$ cat src/hw/usb_irq_pkg.sv
// Constants, field layout and bus carriers for the USB interrupt-pending flag block.
// Assumes every event input comes from USB core logic clocked by the same clk.
// Operation
// - Pending flags for OUT endpoints 3,2,1
// - Reading OUT flags returns then clears
// - Unused OUT flag bits read zero
// - Bus reset signaling sets bit 2
// - Resume sets bit 1 only while suspended
// - Reading common flags clears them
package usb_irq_pkg;

  localparam int unsigned ADDR_W = 8;
  localparam int unsigned DATA_W = 8;

  // Register map, byte offsets in the indirect register space
  localparam logic [7:0] OUT_FLAGS_ADDR = 8'h04;
  localparam logic [7:0] COMMON_FLAGS_ADDR = 8'h06;
  localparam logic [7:0] OUT_MASK_ADDR = 8'h09;
  localparam logic [7:0] COMMON_MASK_ADDR = 8'h0b;
  localparam logic [7:0] CONTROL_ADDR = 8'h0e;
  localparam logic [7:0] STATE_ADDR = 8'h0f;

  // Field positions
  localparam int unsigned OUT_EP1_BIT = 1;
  localparam int unsigned OUT_EP2_BIT = 2;
  localparam int unsigned OUT_EP3_BIT = 3;
  localparam int unsigned SUSPEND_BIT = 0;
  localparam int unsigned RESUME_BIT = 1;
  localparam int unsigned BUS_RESET_BIT = 2;
  localparam int unsigned SOF_BIT = 3;
  localparam int unsigned SUSPEND_DETECT_EN_BIT = 0;
  localparam int unsigned STATE_SUSPENDED_BIT = 0;
  localparam int unsigned STATE_IRQ_BIT = 1;

  // Implemented bits of each register
  localparam logic [7:0] OUT_VALID_BITS = 8'h0e;
  localparam logic [7:0] COMMON_VALID_BITS = 8'h0f;
  localparam logic [7:0] CONTROL_VALID_BITS = 8'h01;

  // Reset values
  localparam logic [7:0] FLAGS_RESET = 8'h00;
  localparam logic [7:0] OUT_MASK_RESET = 8'h0e;
  localparam logic [7:0] COMMON_MASK_RESET = 8'h06;
  localparam logic [7:0] CONTROL_RESET = 8'h01;
  localparam logic [7:0] READ_ZERO = 8'h00;

  typedef struct packed {
    logic [ADDR_W-1:0] addr;
    logic [DATA_W-1:0] wdata;
    logic write;
    logic read;
  } reg_bus_req_t;

  typedef struct packed {
    logic [3:1] out_ep_done;
    logic bus_reset_signal;
    logic resume_signal;
    logic suspend_signal;
    logic sof_token;
    logic sof_missed;
    logic core_suspended;
  } usb_events_t;

  typedef struct packed {
    logic [DATA_W-1:0] rdata;
    logic [DATA_W-1:0] out_mask;
    logic [DATA_W-1:0] common_mask;
    logic [DATA_W-1:0] control;
    logic bus_reset_prev;
    logic resume_prev;
    logic suspend_prev;
    logic irq;
  } top_state_t;

endpackage : usb_irq_pkg

$ cat src/hw/flag_bank.sv
// One register of sticky pending flags with clear-on-read and an enable mask.
// Assumes set pulses and the clear strobe are on clk; a set in the clearing cycle wins.
`timescale 1ns/1ps
`default_nettype none
module flag_bank #(
  parameter int unsigned W = 8,
  parameter logic [W-1:0] VALID = '1,
  parameter logic [W-1:0] RESET_VALUE = '0
) (
  input wire logic clk,
  input wire logic rst,
  input wire logic [W-1:0] set_bits,
  input wire logic clear,
  input wire logic [W-1:0] mask,
  output logic [W-1:0] flags,
  output logic [W-1:0] flags_next,
  output logic pending_next
);
  typedef struct packed {
    logic [W-1:0] flags;
  } bank_state_t;

  bank_state_t state_reg;
  bank_state_t state_next;

  always_comb begin
    state_next = state_reg;
    // Clear first, then set, so an event in the read cycle is kept
    if (clear) begin
      state_next.flags = '0;
    end
    state_next.flags = (state_next.flags | set_bits) & VALID;
  end

  always_ff @(posedge clk) begin
    if (rst) begin
      state_reg <= '{flags: RESET_VALUE};
    end else begin
      state_reg <= state_next;
    end
  end

  assign flags = state_reg.flags;
  assign flags_next = state_next.flags;
  assign pending_next = |(state_next.flags & mask);
endmodule : flag_bank
`default_nettype wire

$ cat src/hw/usb_irq_pending_flags.sv
// OUT-endpoint and common bus-event pending flags of the USB function core, with
// enable masks, a control register and one level interrupt.
// Assumes the bus master and the USB core share clk; reads are answered next cycle.
//
// Our own choice: the address-and-strobe port.
`timescale 1ns/1ps
`default_nettype none
module usb_irq_pending_flags (
  input wire logic clk,
  input wire logic rst,
  input wire usb_irq_pkg::reg_bus_req_t bus,
  output logic [usb_irq_pkg::DATA_W-1:0] rdata,
  input wire usb_irq_pkg::usb_events_t events,
  output logic suspend_detect_enable,
  output logic irq
);
  import usb_irq_pkg::*;

  top_state_t state_reg;
  top_state_t state_next;

  logic [DATA_W-1:0] out_set;
  logic [DATA_W-1:0] common_set;
  logic [DATA_W-1:0] out_flags;
  logic [DATA_W-1:0] common_flags;
  logic out_pending_next;
  logic common_pending_next;
  logic out_clear;
  logic common_clear;
  logic bus_reset_rise;
  logic resume_rise;
  logic suspend_rise;

  // Level signaling only raises a flag on its start, so a long bus reset
  // does not keep re-arming the flag after software has read it.
  assign bus_reset_rise = events.bus_reset_signal & ~state_reg.bus_reset_prev;
  assign resume_rise = events.resume_signal & ~state_reg.resume_prev;
  assign suspend_rise = events.suspend_signal & ~state_reg.suspend_prev;

  always_comb begin
    out_set = '0;
    out_set[OUT_EP1_BIT] = events.out_ep_done[1];
    out_set[OUT_EP2_BIT] = events.out_ep_done[2];
    out_set[OUT_EP3_BIT] = events.out_ep_done[3];
  end

  always_comb begin
    common_set = '0;
    common_set[BUS_RESET_BIT] = bus_reset_rise;
    // Resume is only meaningful while the core is suspended
    common_set[RESUME_BIT] = resume_rise & events.core_suspended;
    common_set[SOF_BIT] = events.sof_token | events.sof_missed;
    common_set[SUSPEND_BIT] = suspend_rise & state_reg.control[SUSPEND_DETECT_EN_BIT];
  end

  assign out_clear = bus.read && (bus.addr == OUT_FLAGS_ADDR);
  assign common_clear = bus.read && (bus.addr == COMMON_FLAGS_ADDR);

  flag_bank #(
    .W(DATA_W),
    .VALID(OUT_VALID_BITS),
    .RESET_VALUE(FLAGS_RESET)
  ) out_bank (
    .clk(clk),
    .rst(rst),
    .set_bits(out_set),
    .clear(out_clear),
    .mask(state_reg.out_mask),
    .flags(out_flags),
    .flags_next(),
    .pending_next(out_pending_next)
  );

  flag_bank #(
    .W(DATA_W),
    .VALID(COMMON_VALID_BITS),
    .RESET_VALUE(FLAGS_RESET)
  ) common_bank (
    .clk(clk),
    .rst(rst),
    .set_bits(common_set),
    .clear(common_clear),
    .mask(state_reg.common_mask),
    .flags(common_flags),
    .flags_next(),
    .pending_next(common_pending_next)
  );

  always_comb begin
    state_next = state_reg;
    state_next.bus_reset_prev = events.bus_reset_signal;
    state_next.resume_prev = events.resume_signal;
    state_next.suspend_prev = events.suspend_signal;

    // Writes; flag registers are read-only and ignore writes
    if (bus.write) begin
      if (bus.addr == OUT_MASK_ADDR) begin
        state_next.out_mask = bus.wdata & OUT_VALID_BITS;
      end else if (bus.addr == COMMON_MASK_ADDR) begin
        state_next.common_mask = bus.wdata & COMMON_VALID_BITS;
      end else if (bus.addr == CONTROL_ADDR) begin
        state_next.control = bus.wdata & CONTROL_VALID_BITS;
      end
    end

    // Read data holds only in the cycle after the strobe; flags show the
    // value from before the clear that the same read causes.
    state_next.rdata = READ_ZERO;
    if (bus.read) begin
      if (bus.addr == OUT_FLAGS_ADDR) begin
        state_next.rdata = out_flags & OUT_VALID_BITS;
      end else if (bus.addr == COMMON_FLAGS_ADDR) begin
        state_next.rdata = common_flags & COMMON_VALID_BITS;
      end else if (bus.addr == OUT_MASK_ADDR) begin
        state_next.rdata = state_reg.out_mask;
      end else if (bus.addr == COMMON_MASK_ADDR) begin
        state_next.rdata = state_reg.common_mask;
      end else if (bus.addr == CONTROL_ADDR) begin
        state_next.rdata = state_reg.control;
      end else if (bus.addr == STATE_ADDR) begin
        state_next.rdata[STATE_SUSPENDED_BIT] = events.core_suspended;
        state_next.rdata[STATE_IRQ_BIT] = state_reg.irq;
      end
    end

    // Registered from next-cycle flag values so irq tracks the flags exactly
    state_next.irq = out_pending_next | common_pending_next;
  end

  always_ff @(posedge clk) begin
    if (rst) begin
      state_reg <= '{
        rdata: READ_ZERO,
        out_mask: OUT_MASK_RESET,
        common_mask: COMMON_MASK_RESET,
        control: CONTROL_RESET,
        bus_reset_prev: 1'b0,
        resume_prev: 1'b0,
        suspend_prev: 1'b0,
        irq: 1'b0
      };
    end else begin
      state_reg <= state_next;
    end
  end

  assign rdata = state_reg.rdata;
  assign irq = state_reg.irq;
  assign suspend_detect_enable = state_reg.control[SUSPEND_DETECT_EN_BIT];
endmodule : usb_irq_pending_flags
`default_nettype wire

$ cat config.mk
export PLATFORM = sky130hd
export DESIGN_NAME = usb_irq_pending_flags
export DESIGN_NICKNAME = d
export VERILOG_FILES = /design/src/hw/usb_irq_pkg.sv /design/src/hw/flag_bank.sv /design/src/hw/usb_irq_pending_flags.sv
export SDC_FILE = /design/constraint.sdc
export NUM_CORES = 1
export LEC_CHECK = 0
export ABC_CLOCK_PERIOD_IN_PS = 1500
export BUFFER_PORTS_ARGS = -buffer_cell sky130_fd_sc_hd__buf_2
export CELL_PAD_IN_SITES_DETAIL_PLACEMENT = 1
export CELL_PAD_IN_SITES_GLOBAL_PLACEMENT = 2
export CORE_AREA = 2 2 72 74
export CTS_CLUSTER_SIZE = 25
export DETAILED_ROUTE_END_ITERATION = 10
export DIE_AREA = 0 0 74 76
export GPL_ROUTABILITY_DRIVEN = 0
export GPL_TIMING_DRIVEN = 0
export PLACE_DENSITY_LB_ADDON = 0.1
export SYNTH_ARGS = -nofsm -noshare
export SYNTH_HDL_FRONTEND = slang
export SYNTH_SLANG_ARGS = --single-unit
$ cat constraint.sdc
create_clock -name clk -period 1.5 [get_ports clk]
set_input_delay 0.45 -clock clk [delete_from_list [all_inputs] [get_ports clk]]
set_output_delay 0.45 -clock clk [all_outputs]
set_load 0.005 [all_outputs]
==> out/qor.csv <==
metric,value,unit
num_antenna_cells,0,
synth_area_per_cell,9.042,um^2
clockBufferDepth,2,
synthCells,128,
power.density,817.2,nW/um^2
num-nets-final,197,
min_path_type,input pin to flop,
cp_data_arrival_time,1.60,ns
n_fill_cell,607,
drc,0,
htreeDepth,1,
path_cells,"buf_2, and4b_1, and3b_1, nor2b_1, a211o_1",
drt-total-wl,3309,um
holdWs,0.3854,ns
antenna_found_initial,0,
dr.first_iter.drc_count,23,
path_delay_family,simple AND/OR/NAND/NOR gates,
min_period,1.430,ns
pin_count,39,
hold_violations,0,
slowest_delay,0.35,ns
max_slew_margin,63.17,%
grt_max_degree,14,
dieArea,5624,um^2
cts_tree,built,
cp-start-kind,input pin,
drive_gt1_share,31.74,%
crit_path_max_fanout,8,
synth_xor_area_share,0,%
worst-path-buf-inv,1,
crit_slowest_cell,and3b_1,
tightest_slew,0.5524,ns
yosys_warnings,0,
drv_slew,0,
place_ws,-0.2996,ns
synth_fa_ha_area_share,0,%
ant_nets,0,
area_delta_synth_final,29.08,%
max_freq,699.3,MHz
grt_pass1_wl,5257,um
synth_compound_area_share,16.97,%
synth_top_family_by_area,simple AND/OR/NAND/NOR gates,
post-route-period-util,95.33,%
largest_reg_flops,10,
rows,26,
clock_skew,0.004243,ns
synthSimpleGateAreaFrac,24.86,%
grt_pass1_vias,1077,
ys_ff_latch,23,
synth_area,1157,um^2
dp_hpwl,2507,um
wl_per_cell,13.96,um
synth_edf_count,0,
regArea,460.4,um^2
drv_cap,0,
ys_types,36,
via_per_inst,4.477,
cp.required,1.67,ns
grt_usage,12.15,%
setup_ws,0.06999,ns
core-area,4912,um^2
multi_input_area,620.6,um^2
ys_seq_area_share,39.78,%
synthMuxAreaShare,8.757,%
async_reset_ff_share,0,%
grt_overflow,0,
die_h,76,um
critPathKind,input pin to flop,
dieWidth,74,um
first_pass_iters,4,
endpoint_kind,flop,
synth.largest_area_cell,dfxtp_1,
path_clk_slew,0.09,ns
finalSetupViolations,0,
synth_top_area_share,39.78,%
synth.area.top_cells,"dfxtp_1 (40%), mux2i_1 (7.8%), buf_4 (5.8%)",
p_leak,0.6594,nW
irDropWorstVdd,0.0002478,V
status,completed,
cts-buffers-inserted,3,
worstSkewPairLatency,0.27,ns
initial_core_util,23.56,%
ys.flop_type,dfxtp_1,
vias,1061,
root_buffer,clkbuf_8,
hold_buffers,0,
placement.io_buffers,29,
clock-sinks,23,
-- final cells by class --
class	instances	share of cell area [%]
inverter	6	1.508
tap	70	5.863
multi-input combinational	89	41.54
buffer	13	5.946
clock inverter	1	0.3350
clock buffer	3	2.764
sequential	23	30.82
timing repair buffer	32	11.22
-- synth_stat cells (all sizes together) (2+ instances only) --
cell,n
a21oi,5
mux2i,9
and4b,2
and3b,2
nand3b,3
nor2,17
nand3,4
and4bb,2
inv,6
nand2,3
dfxtp,23
a211o,5
buf,11
nor2b,8
a2bb2oi,2
o22a,2
a31oi,4
clkbuf,2
o21ai,5
-- cell usage in the layout (no fill, tap or decap), drive strengths merged, types with 2 or more instances in the layout --
cell type / n
a211o: 5
o22a: 2
nor2b: 8
a21oi: 5
a2bb2oi: 2
buf: 43
mux2i: 9
conb: 4
and4bb: 2
nor2: 17
clkbuf: 5
and4b: 2
o21ai: 5
nand2: 3
nand3b: 3
and3b: 2
inv: 6
nand3: 4
a31oi: 4
dfxtp: 23
-- path summary, 6_finish.rpt --
| check | from | to | cells past startpoint | slack, ns |
|---|---|---|---|---|
| min | bus[5] | state_reg[23] | 2 | 0.39 |
| max | bus[12] | state_reg[22] | 5 | 0.07 |
| max reg2reg | state_reg[22] | irq | 3 | 0.34 |
| min reg2reg | common_bank.flags[0] | common_bank.flags[0] | 2 | 0.49 |
-- timing repair --
action,CTS,global route
hold endpoints to repair,0,0
pin swaps,0,3
resized for setup,0,4
setup buffers,2,1
setup endpoints to repair,1,4
-- kinds of logic (layout without fill, tap and decap cells) --
group / count (synthesis) / after routing
other cells: 1 / 4
simple gates: 47 / 47
flops: 23 / 23
compound gates: 28 / 28
mux: 10 / 10
buf+inv: 19 / 55
-- metal layers --
layer  track usage, %  vias up  part of all wire (%)
met2            19.38       25                    47
met3            2.778        4                   4.7
met5                0        -                     0
li1                 -      528                     -
met1            16.30      504                    47
met4            3.273        0                   1.1
-- stage by stage --
step	instance area (um^2)	power [mW]	TNS (ns)	util, %	cells
global route	1494	1.279	-0.01130	30.41	237
finish	1494	1.221	0	30.41	237
floorplan	1169	0.7447	0	-	131
CTS	1463	1.230	0	29.78	236
detailed placement	1401	0.8137	-2.626	28.53	230
global placement	1401	0.8127	-2.390	28.53	230
-- worst reg2reg max path, stage by stage (launching register included) --
cell	delay, ns
dfxtp_1	0.35
a222oi_1	0.32
nor3b_1	0.23
a41oi_1	0.13
-- report_power, final --
part           switching (mW)  internal [mW]
clock network           0.227          0.186
registers              0.0122          0.630
logic                  0.0842         0.0809
(Power assumes the default switching activity.)
